[config.mk]
export PLATFORM = sky130hd
export DESIGN_NAME = temp_monitor
export DESIGN_NICKNAME = d
export VERILOG_FILES = /design/src/hw/temp_format.v /design/src/hw/rate_timer.v /design/src/hw/temp_monitor.v
export VERILOG_INCLUDE_DIRS = /design/src /design/src/hw
export SDC_FILE = /design/constraint.sdc
export NUM_CORES = 1
export LEC_CHECK = 0
export ABC_AREA = 1
export BUFFER_PORTS_ARGS = -buffer_cell sky130_fd_sc_hd__buf_2
export CORE_MARGIN = 2
export CORE_UTILIZATION = 64
export DETAILED_ROUTE_END_ITERATION = 6
export GPL_ROUTABILITY_DRIVEN = 1
export PLACE_DENSITY = 0.9
export SLEW_MARGIN = 20
export SYNTH_ARGS = -nofsm -noshare
export SYNTH_HDL_FRONTEND = slang
export SYNTH_SLANG_ARGS = --single-unit
[constraint.sdc]
create_clock -name mclk -period 11.33 [get_ports mclk]
set_clock_uncertainty 0.05 [all_clocks]
set_input_delay 3.399 -clock mclk [delete_from_list [all_inputs] [get_ports mclk]]
set_output_delay 3.399 -clock mclk [all_outputs]
set_load 0.03 [all_outputs]
[src/hw/temp_mon_regs.vh]
// Register offsets, field positions, reset values and timing for the temperature monitor
`ifndef TEMP_MON_REGS_VH
`define TEMP_MON_REGS_VH

// ----------------------------------------------------------------
// Register offsets
// ----------------------------------------------------------------
`define ADDR_LOCAL          8'h00
`define ADDR_REMOTE_HI      8'h01
`define ADDR_CFG_RD         8'h03
`define ADDR_RATE_RD        8'h04
`define ADDR_CFG_WR         8'h09
`define ADDR_RATE_WR        8'h0A
`define ADDR_REMOTE_LO      8'h10
`define REGISTER_COUNT      22

// ----------------------------------------------------------------
// Reset values
// ----------------------------------------------------------------
`define PTR_RESET           8'h00
`define VALUE_RESET         8'h00
`define FRAC_RESET          2'h0
`define CFG_RESET           8'h00
`define RATE_RESET          4'h8
`define READ_ZERO           8'h00

// ----------------------------------------------------------------
// Configuration fields
// ----------------------------------------------------------------
`define CFG_MASK_BIT        7
`define CFG_STANDBY_BIT     6
`define CFG_PIN6_BIT        5
`define CFG_RANGE_BIT       2
`define CFG_USED            8'hE4

// ----------------------------------------------------------------
// Rate field and data formats
// ----------------------------------------------------------------
`define RATE_MSB            3
`define RATE_MAX            4'hA
`define RATE_NO_AVG         4'h8
`define DIV_FULL            10'h3FF
`define BIN_MIN             8'h00
`define BIN_MAX             8'h7F
`define EXT_OFFSET          11'h040
`define EXT_MAX             11'h0FF
`define EXT_TOP             8'hFF

// ----------------------------------------------------------------
// Timing
// ----------------------------------------------------------------
`define FASTEST_PERIOD_US   15500
`define CLK_PERIOD_NS       10
`define FASTEST_PERIOD_CYC  ((`FASTEST_PERIOD_US * 1000) / `CLK_PERIOD_NS)

`endif

[src/hw/temp_format.v]
// Formats a signed whole-degree reading as binary or offset binary
`timescale 1ns/1ps
`default_nettype none
`include "temp_mon_regs.vh"

module temp_format (
  input  wire [9:0] temp_int,
  input  wire       extended,
  output reg  [7:0] code,
  output reg        clamped
);

  reg [10:0] shifted;

  always @* begin
    shifted = {temp_int[9], temp_int} + `EXT_OFFSET;
    code    = temp_int[7:0];
    clamped = 1'b0;
    if (extended) begin
      // Offset binary, 0 degrees reads as 0x40
      if (shifted[10]) begin
        code    = `BIN_MIN;
        clamped = 1'b1;
      end else if (shifted > `EXT_MAX) begin
        code    = `EXT_TOP;
        clamped = 1'b1;
      end else begin
        code    = shifted[7:0];
      end
    end else begin
      if (temp_int[9]) begin
        code    = `BIN_MIN;
        clamped = 1'b1;
      end else if (temp_int[8:7] != 2'b00) begin
        code    = `BIN_MAX;
        clamped = 1'b1;
      end
    end
  end

endmodule
`default_nettype wire

[src/hw/rate_timer.v]
// Conversion period timer multiplying the fastest period by powers of two
`timescale 1ns/1ps
`default_nettype none
`include "temp_mon_regs.vh"

module rate_timer #(
  parameter [31:0] BASE_CYCLES = `FASTEST_PERIOD_CYC
) (
  input  wire       mclk,
  input  wire       reset,
  input  wire       run,
  input  wire [3:0] rate_code,
  output reg        period_tick
);

  reg  [31:0] base_cnt_reg;
  reg  [9:0]  div_cnt_reg;
  wire [3:0]  code_eff;
  wire [9:0]  div_limit;
  wire        base_end;

  // Reserved codes run at the fastest rate
  assign code_eff  = (rate_code > `RATE_MAX) ? `RATE_MAX : rate_code;
  assign div_limit = `DIV_FULL >> code_eff;
  assign base_end  = (base_cnt_reg == BASE_CYCLES - 32'h1);

  always @(posedge mclk or posedge reset) begin
    if (reset) begin
      base_cnt_reg <= 32'h0;
      div_cnt_reg  <= 10'h0;
      period_tick  <= 1'b0;
    end else if (!run) begin
      base_cnt_reg <= 32'h0;
      div_cnt_reg  <= 10'h0;
      period_tick  <= 1'b0;
    end else begin
      period_tick <= 1'b0;
      if (base_end) begin
        base_cnt_reg <= 32'h0;
        if (div_cnt_reg >= div_limit) begin
          div_cnt_reg <= 10'h0;
          period_tick <= 1'b1;
        end else begin
          div_cnt_reg <= div_cnt_reg + 10'h1;
        end
      end else begin
        base_cnt_reg <= base_cnt_reg + 32'h1;
      end
    end
  end

endmodule
`default_nettype wire

[src/hw/temp_monitor.v]
// Register bank of a dual-channel temperature monitor
`timescale 1ns/1ps
`default_nettype none
`include "temp_mon_regs.vh"

module temp_monitor #(
  parameter [31:0] BASE_CYCLES = `FASTEST_PERIOD_CYC
) (
  input  wire       mclk,
  input  wire       reset,
  input  wire       wr_valid,
  input  wire       wr_first,
  input  wire [7:0] wr_data,
  input  wire       rd_req,
  output reg  [7:0] rd_data,
  output reg        rd_valid,
  input  wire       conv_done,
  input  wire [9:0] conv_local_temp,
  input  wire [9:0] conv_remote_temp,
  input  wire [1:0] conv_remote_frac,
  output reg        conv_start,
  output reg        averaging_on,
  output reg        standby_active,
  output reg        range_extended,
  output reg        alarm_mask_bit,
  output reg        pin6_function_select,
  input  wire       alarm_request,
  input  wire       second_overtemp_request,
  input  wire       overtemp_request,
  output reg        pin6_out_n,
  output reg        overtemp_out_n
);

  // ----------------------------------------------------------------
  // Storage
  // ----------------------------------------------------------------
  reg  [7:0] pointer_reg;
  reg  [7:0] local_value_reg;
  reg  [7:0] remote_high_reg;
  reg  [1:0] remote_frac_reg;
  reg  [7:0] config_reg;
  reg  [3:0] rate_reg;
  reg        high_lock_reg;

  reg  [7:0] read_next;
  reg        lock_next;
  reg        conv_next;
  reg        avg_next;
  reg        pin6_next;
  reg        overtemp_next;

  wire [7:0] local_code;
  wire [7:0] remote_code;
  wire       local_clamped;
  wire       remote_clamped;
  wire       period_tick;
  wire       run;
  wire       reg_write;
  wire       ext_sel;
  wire       low_read;
  wire       high_read;
  wire       result_load;
  wire       high_load;
  wire [7:0] cfg_wr_value;
  wire [3:0] rate_wr_value;

  // ----------------------------------------------------------------
  // Configuration decode
  // ----------------------------------------------------------------
  assign run       = ~config_reg[`CFG_STANDBY_BIT];
  assign ext_sel   = config_reg[`CFG_RANGE_BIT];
  assign reg_write = wr_valid & ~wr_first;

  // ----------------------------------------------------------------
  // Write values
  // ----------------------------------------------------------------
  assign cfg_wr_value  = wr_data & `CFG_USED;
  assign rate_wr_value = wr_data[`RATE_MSB:0];

  // ----------------------------------------------------------------
  // Read and load strobes
  // ----------------------------------------------------------------
  assign low_read    = rd_req & (pointer_reg == `ADDR_REMOTE_LO);
  assign high_read   = rd_req & (pointer_reg == `ADDR_REMOTE_HI);
  assign result_load = conv_done;
  assign high_load   = conv_done & ~lock_next;

  // ----------------------------------------------------------------
  // Result formatting
  // ----------------------------------------------------------------
  temp_format local_fmt (
    .temp_int (conv_local_temp),
    .extended (ext_sel),
    .code     (local_code),
    .clamped  (local_clamped)
  );

  temp_format remote_fmt (
    .temp_int (conv_remote_temp),
    .extended (ext_sel),
    .code     (remote_code),
    .clamped  (remote_clamped)
  );

  // ----------------------------------------------------------------
  // Conversion timing
  // ----------------------------------------------------------------
  rate_timer #(
    .BASE_CYCLES (BASE_CYCLES)
  ) timer (
    .mclk        (mclk),
    .reset       (reset),
    .run         (run),
    .rate_code   (rate_reg),
    .period_tick (period_tick)
  );

  // ----------------------------------------------------------------
  // Address pointer
  // ----------------------------------------------------------------
  always @(posedge mclk or posedge reset) begin
    if (reset) begin
      pointer_reg <= `PTR_RESET;
    end else if (wr_valid && wr_first) begin
      pointer_reg <= wr_data;
    end
  end

  // ----------------------------------------------------------------
  // Configuration and rate registers
  // ----------------------------------------------------------------
  always @(posedge mclk or posedge reset) begin
    if (reset) begin
      config_reg <= `CFG_RESET;
      rate_reg   <= `RATE_RESET;
    end else if (reg_write) begin
      // Only the write addresses change state; read ports take no writes
      case (pointer_reg)
        `ADDR_CFG_WR: begin
          config_reg <= cfg_wr_value;
        end
        `ADDR_RATE_WR: begin
          rate_reg <= rate_wr_value;
        end
        default: begin
          config_reg <= config_reg;
          rate_reg   <= rate_reg;
        end
      endcase
    end
  end

  // ----------------------------------------------------------------
  // Temperature value registers
  // ----------------------------------------------------------------
  always @(posedge mclk or posedge reset) begin
    if (reset) begin
      local_value_reg <= `VALUE_RESET;
    end else if (result_load) begin
      // Format follows the range bit at the moment each result lands
      local_value_reg <= local_code;
    end
  end

  always @(posedge mclk or posedge reset) begin
    if (reset) begin
      remote_high_reg <= `VALUE_RESET;
    end else if (high_load) begin
      remote_high_reg <= remote_code;
    end
  end

  always @(posedge mclk or posedge reset) begin
    if (reset) begin
      remote_frac_reg <= `FRAC_RESET;
    end else if (result_load) begin
      remote_frac_reg <= remote_clamped ? `FRAC_RESET : conv_remote_frac;
    end
  end

  // ----------------------------------------------------------------
  // High byte lock
  // ----------------------------------------------------------------
  always @* begin
    lock_next = high_lock_reg;
    if (low_read) begin
      lock_next = 1'b1;
    end else if (high_read) begin
      lock_next = 1'b0;
    end
  end

  always @(posedge mclk or posedge reset) begin
    if (reset) begin
      high_lock_reg <= 1'b0;
    end else begin
      high_lock_reg <= lock_next;
    end
  end

  // ----------------------------------------------------------------
  // Read path
  // ----------------------------------------------------------------
  always @* begin
    case (pointer_reg)
      `ADDR_LOCAL: begin
        read_next = local_value_reg;
      end
      `ADDR_REMOTE_HI: begin
        read_next = remote_high_reg;
      end
      `ADDR_REMOTE_LO: begin
        read_next = {remote_frac_reg, 6'h00};
      end
      `ADDR_CFG_RD: begin
        read_next = config_reg;
      end
      `ADDR_RATE_RD: begin
        read_next = {4'h0, rate_reg};
      end
      `ADDR_CFG_WR: begin
        read_next = `READ_ZERO;
      end
      `ADDR_RATE_WR: begin
        read_next = `READ_ZERO;
      end
      default: begin
        // Limit, status and other registers live outside this bank
        read_next = `READ_ZERO;
      end
    endcase
  end

  always @(posedge mclk or posedge reset) begin
    if (reset) begin
      rd_valid <= 1'b0;
    end else begin
      rd_valid <= rd_req;
    end
  end

  always @(posedge mclk or posedge reset) begin
    if (reset) begin
      rd_data <= `READ_ZERO;
    end else if (rd_req) begin
      rd_data <= read_next;
    end
  end

  // ----------------------------------------------------------------
  // Converter control
  // ----------------------------------------------------------------
  always @* begin
    conv_next = period_tick & run;
    avg_next  = (rate_reg < `RATE_NO_AVG);
  end

  always @(posedge mclk or posedge reset) begin
    if (reset) begin
      conv_start <= 1'b0;
    end else begin
      conv_start <= conv_next;
    end
  end

  always @(posedge mclk or posedge reset) begin
    if (reset) begin
      averaging_on <= 1'b0;
    end else begin
      averaging_on <= avg_next;
    end
  end

  // ----------------------------------------------------------------
  // Mode outputs
  // ----------------------------------------------------------------
  always @(posedge mclk or posedge reset) begin
    if (reset) begin
      standby_active       <= 1'b0;
      range_extended       <= 1'b0;
      alarm_mask_bit       <= 1'b0;
      pin6_function_select <= 1'b0;
    end else begin
      standby_active       <= config_reg[`CFG_STANDBY_BIT];
      range_extended       <= ext_sel;
      alarm_mask_bit       <= config_reg[`CFG_MASK_BIT];
      pin6_function_select <= config_reg[`CFG_PIN6_BIT];
    end
  end

  // ----------------------------------------------------------------
  // Pin 6 and overtemperature outputs, live in standby
  // ----------------------------------------------------------------
  always @* begin
    overtemp_next = ~overtemp_request;
    if (config_reg[`CFG_PIN6_BIT]) begin
      pin6_next = ~second_overtemp_request;
    end else begin
      pin6_next = ~(alarm_request & ~config_reg[`CFG_MASK_BIT]);
    end
  end

  always @(posedge mclk or posedge reset) begin
    if (reset) begin
      overtemp_out_n <= 1'b1;
    end else begin
      overtemp_out_n <= overtemp_next;
    end
  end

  always @(posedge mclk or posedge reset) begin
    if (reset) begin
      pin6_out_n <= 1'b1;
    end else begin
      pin6_out_n <= pin6_next;
    end
  end

endmodule
`default_nettype wire

==> run summary <==
Status -> finished, final reports clean
Finished Layout Cells -> 972
R2r endpoint -> timer.div_cnt_reg[5]
# diodes -> 0
Final setup viols -> 0
Initial antenna violation count -> 0
Crit path buffers/inverters -> 1
Final Hold Viols -> 0
Crit-path slowest cell -> dfstp_2
Root buffer cell -> clkbuf_8
R2r setup slk -> 8590 ps
Worst-path maximum fanout -> 1
Syn Nets -> 856
CP Launch Point -> pin6_out_n
Drt pass-1 iters -> 5
Largest net degree at the start of global routing -> 66
Critical R2R Launch -> rate_reg[3]
Post-CTS Setup Repair Bufs -> 0
PortBufs -> 55
Worst slew margin -> 46.2%
Die Height -> 98.3 um
Fraction of layout cells with a size suffix above 1 -> 13.1%
Commonest non-fill, non-tap cell in the layout -> nand2_1
Clk buf depth -> 2
Mapped Area -> 5690 sq um
Dpl hpwl -> 10.4 mm
Nature of the critical path endpoint -> output port
Arrival time at the worst endpoint -> 1080 ps
Initial DRC count -> 324
First-pass GRT wire length -> 23.7 mm
Core area -> 8680 sq um
WS Path Type -> reg2out
Area of the multi-input gates -> 2880 sq um
Die Width -> 98.3 um
Layout fillers -> 698
Initial Util -> 65.5%
Synthesis Warnings -> 0
DR vias -> 5382
Detail-routed via count per cell -> 5.54
Hold crit path type -> reg2reg
Hold Buf Count CTS -> 0
Hold_ws -> 409 ps
Gpl congestion -> 1.00
Placed Cells -> 956
Mapped Cells -> 801
Cell family with most CP delay -> flip-flops
Register area share after synthesis -> 41.9%
Distinct cells, synth -> 36
Slowest cell delay on critical path -> 530 ps
Total negative setup slack -> 0 ps
Largest register FFs -> 32
Worst setup margin -> 6800 ps
CTS tree -> yes
H-tree levels -> 3
GRT Resource Usage Total -> 29.9%
Sink Count -> 95
Final slew viol count -> 0
Most frequent cells in the layout -> nand2_1 (265), nor2_1 (101), dfrtp_1 (92)
Met3 Resource Use GR -> 4.87%
Pre-CTS setup slack -> 6440 ps
Clock Latency Late Sink -> 370 ps
Worst reg2reg path depth -> 13
Worst-path clk slew -> 100 ps
Mean Syn Cell Area -> 7.10 sq um
Post-DRT Antenna Nets -> 0
Fin crit share -> 40.0%
WP data required -> 7880 ps
FP Rows -> 34
VDD IR max -> 0.0708 mV
WL/cell -> 14.0 um
Final Critical Period -> 4530 ps
Max cap viols -> 0
Vias in the first global route -> 5181
Detailed-route DRC error count -> 0
Final WL -> 13.6 mm
Synthesis-to-layout area growth -> 10.1%
Crit path depth -> 1
Worst path cell trace -> buf_2
FF+latch area -> 2380 sq um
#FFs+latches synth -> 95
Slew @ Worst Pin -> 807 ps
Max Fclk -> 0.221 GHz
PwrDens -> 127 nW/um^2
Setup crit start kind -> register
CP endpoint -> pin6_out_n
CTS Buf Count -> 9
Post_cts resized -> 0
P_leak -> 0.00319 uW
Met2 Use GR -> 49.8%
Nets -> 914
DIE AREA -> 9650 sq um
GR Layer Usage met1 -> 40.1%
IO Count -> 56
Layout Utilization -> 72.1%
Total grt overflow -> 0
Busiest layer in global routing -> met2
RSZ-0062 raised after global routing -> false
-- logic make-up after synthesis --
kind of cell             count (synthesis)  share of synthesized area [%]
AND/OR/NAND/NOR                        500                           38.5
buffers and inverters                  109                           7.39
flip-flops                              95                           41.9
AO/OA/AOI/OAI                           64                           6.07
XOR/XNOR                                17                           2.62
adder cells (fa/ha/maj)                 16                           3.52
-- worst min-delay path by stage --
stage / from / slack (ps) / cells past startpoint / end
floorplan: config_reg[6] / 300 / 0 / standby_active
global route: timer.period_tick / 450 / 2 / conv_start
finish: timer.period_tick / 410 / 2 / conv_start
global placement: timer.period_tick / 390 / 2 / conv_start
detailed placement: timer.period_tick / 400 / 2 / conv_start
CTS: timer.period_tick / 420 / 2 / conv_start
-- cells in the mapped netlist (all sizes together) --
master    n  area share (%)
and2      1            0.11
nor3     28             3.1
nor3b     1            0.13
a21oi    27             2.5
dfrtp    92              40
or2       4            0.48
xnor2     3            0.46
dfstp     3             1.4
a31oi     2            0.22
o21ai    29             2.6
nand3    65             5.9
nand2   267              18
a211oi    1            0.13
clkinv    3            0.20
nand4    21             2.4
a22oi     1            0.13
inv      96             6.3
ha       16             3.5
o21bai    2            0.26
a21o      2            0.26
nor2    113             8.7
buf       4            0.46
clkbuf    6            0.40
xor2     14             2.2
-- where the power goes --
part           leakage [uW]  internal [uW]  total (uW)  switching (uW)
logic               0.00184           50.7         160             109
registers           0.00125            378         412            33.9
clock network     0.0000973            104         225             122
-- layout make-up --
type | count | area share (%)
multi-input cells | 597 | 46.1
flip-flops and latches | 95 | 38.0
inverters | 99 | 5.96
repair buffers | 57 | 4.64
well taps | 108 | 2.16
clock buffers | 10 | 2.04
clock inverters | 6 | 1.10
-- per-stage QoR --
step / power (uW) / area (sq um)
detailed placement: 576 / 6060
global placement: 567 / 6060
finish: 797 / 6260
CTS: 798 / 6260
global route: 841 / 6260
floorplan: 527 / 5690
-- layer usage --
layer,vias to the layer above,part of all wire [%]
met1,2504,43
li1,2657,-
met4,0,1.8
met5,-,0
met3,28,5.9
met2,193,49
(Power assumes the default switching activity.)
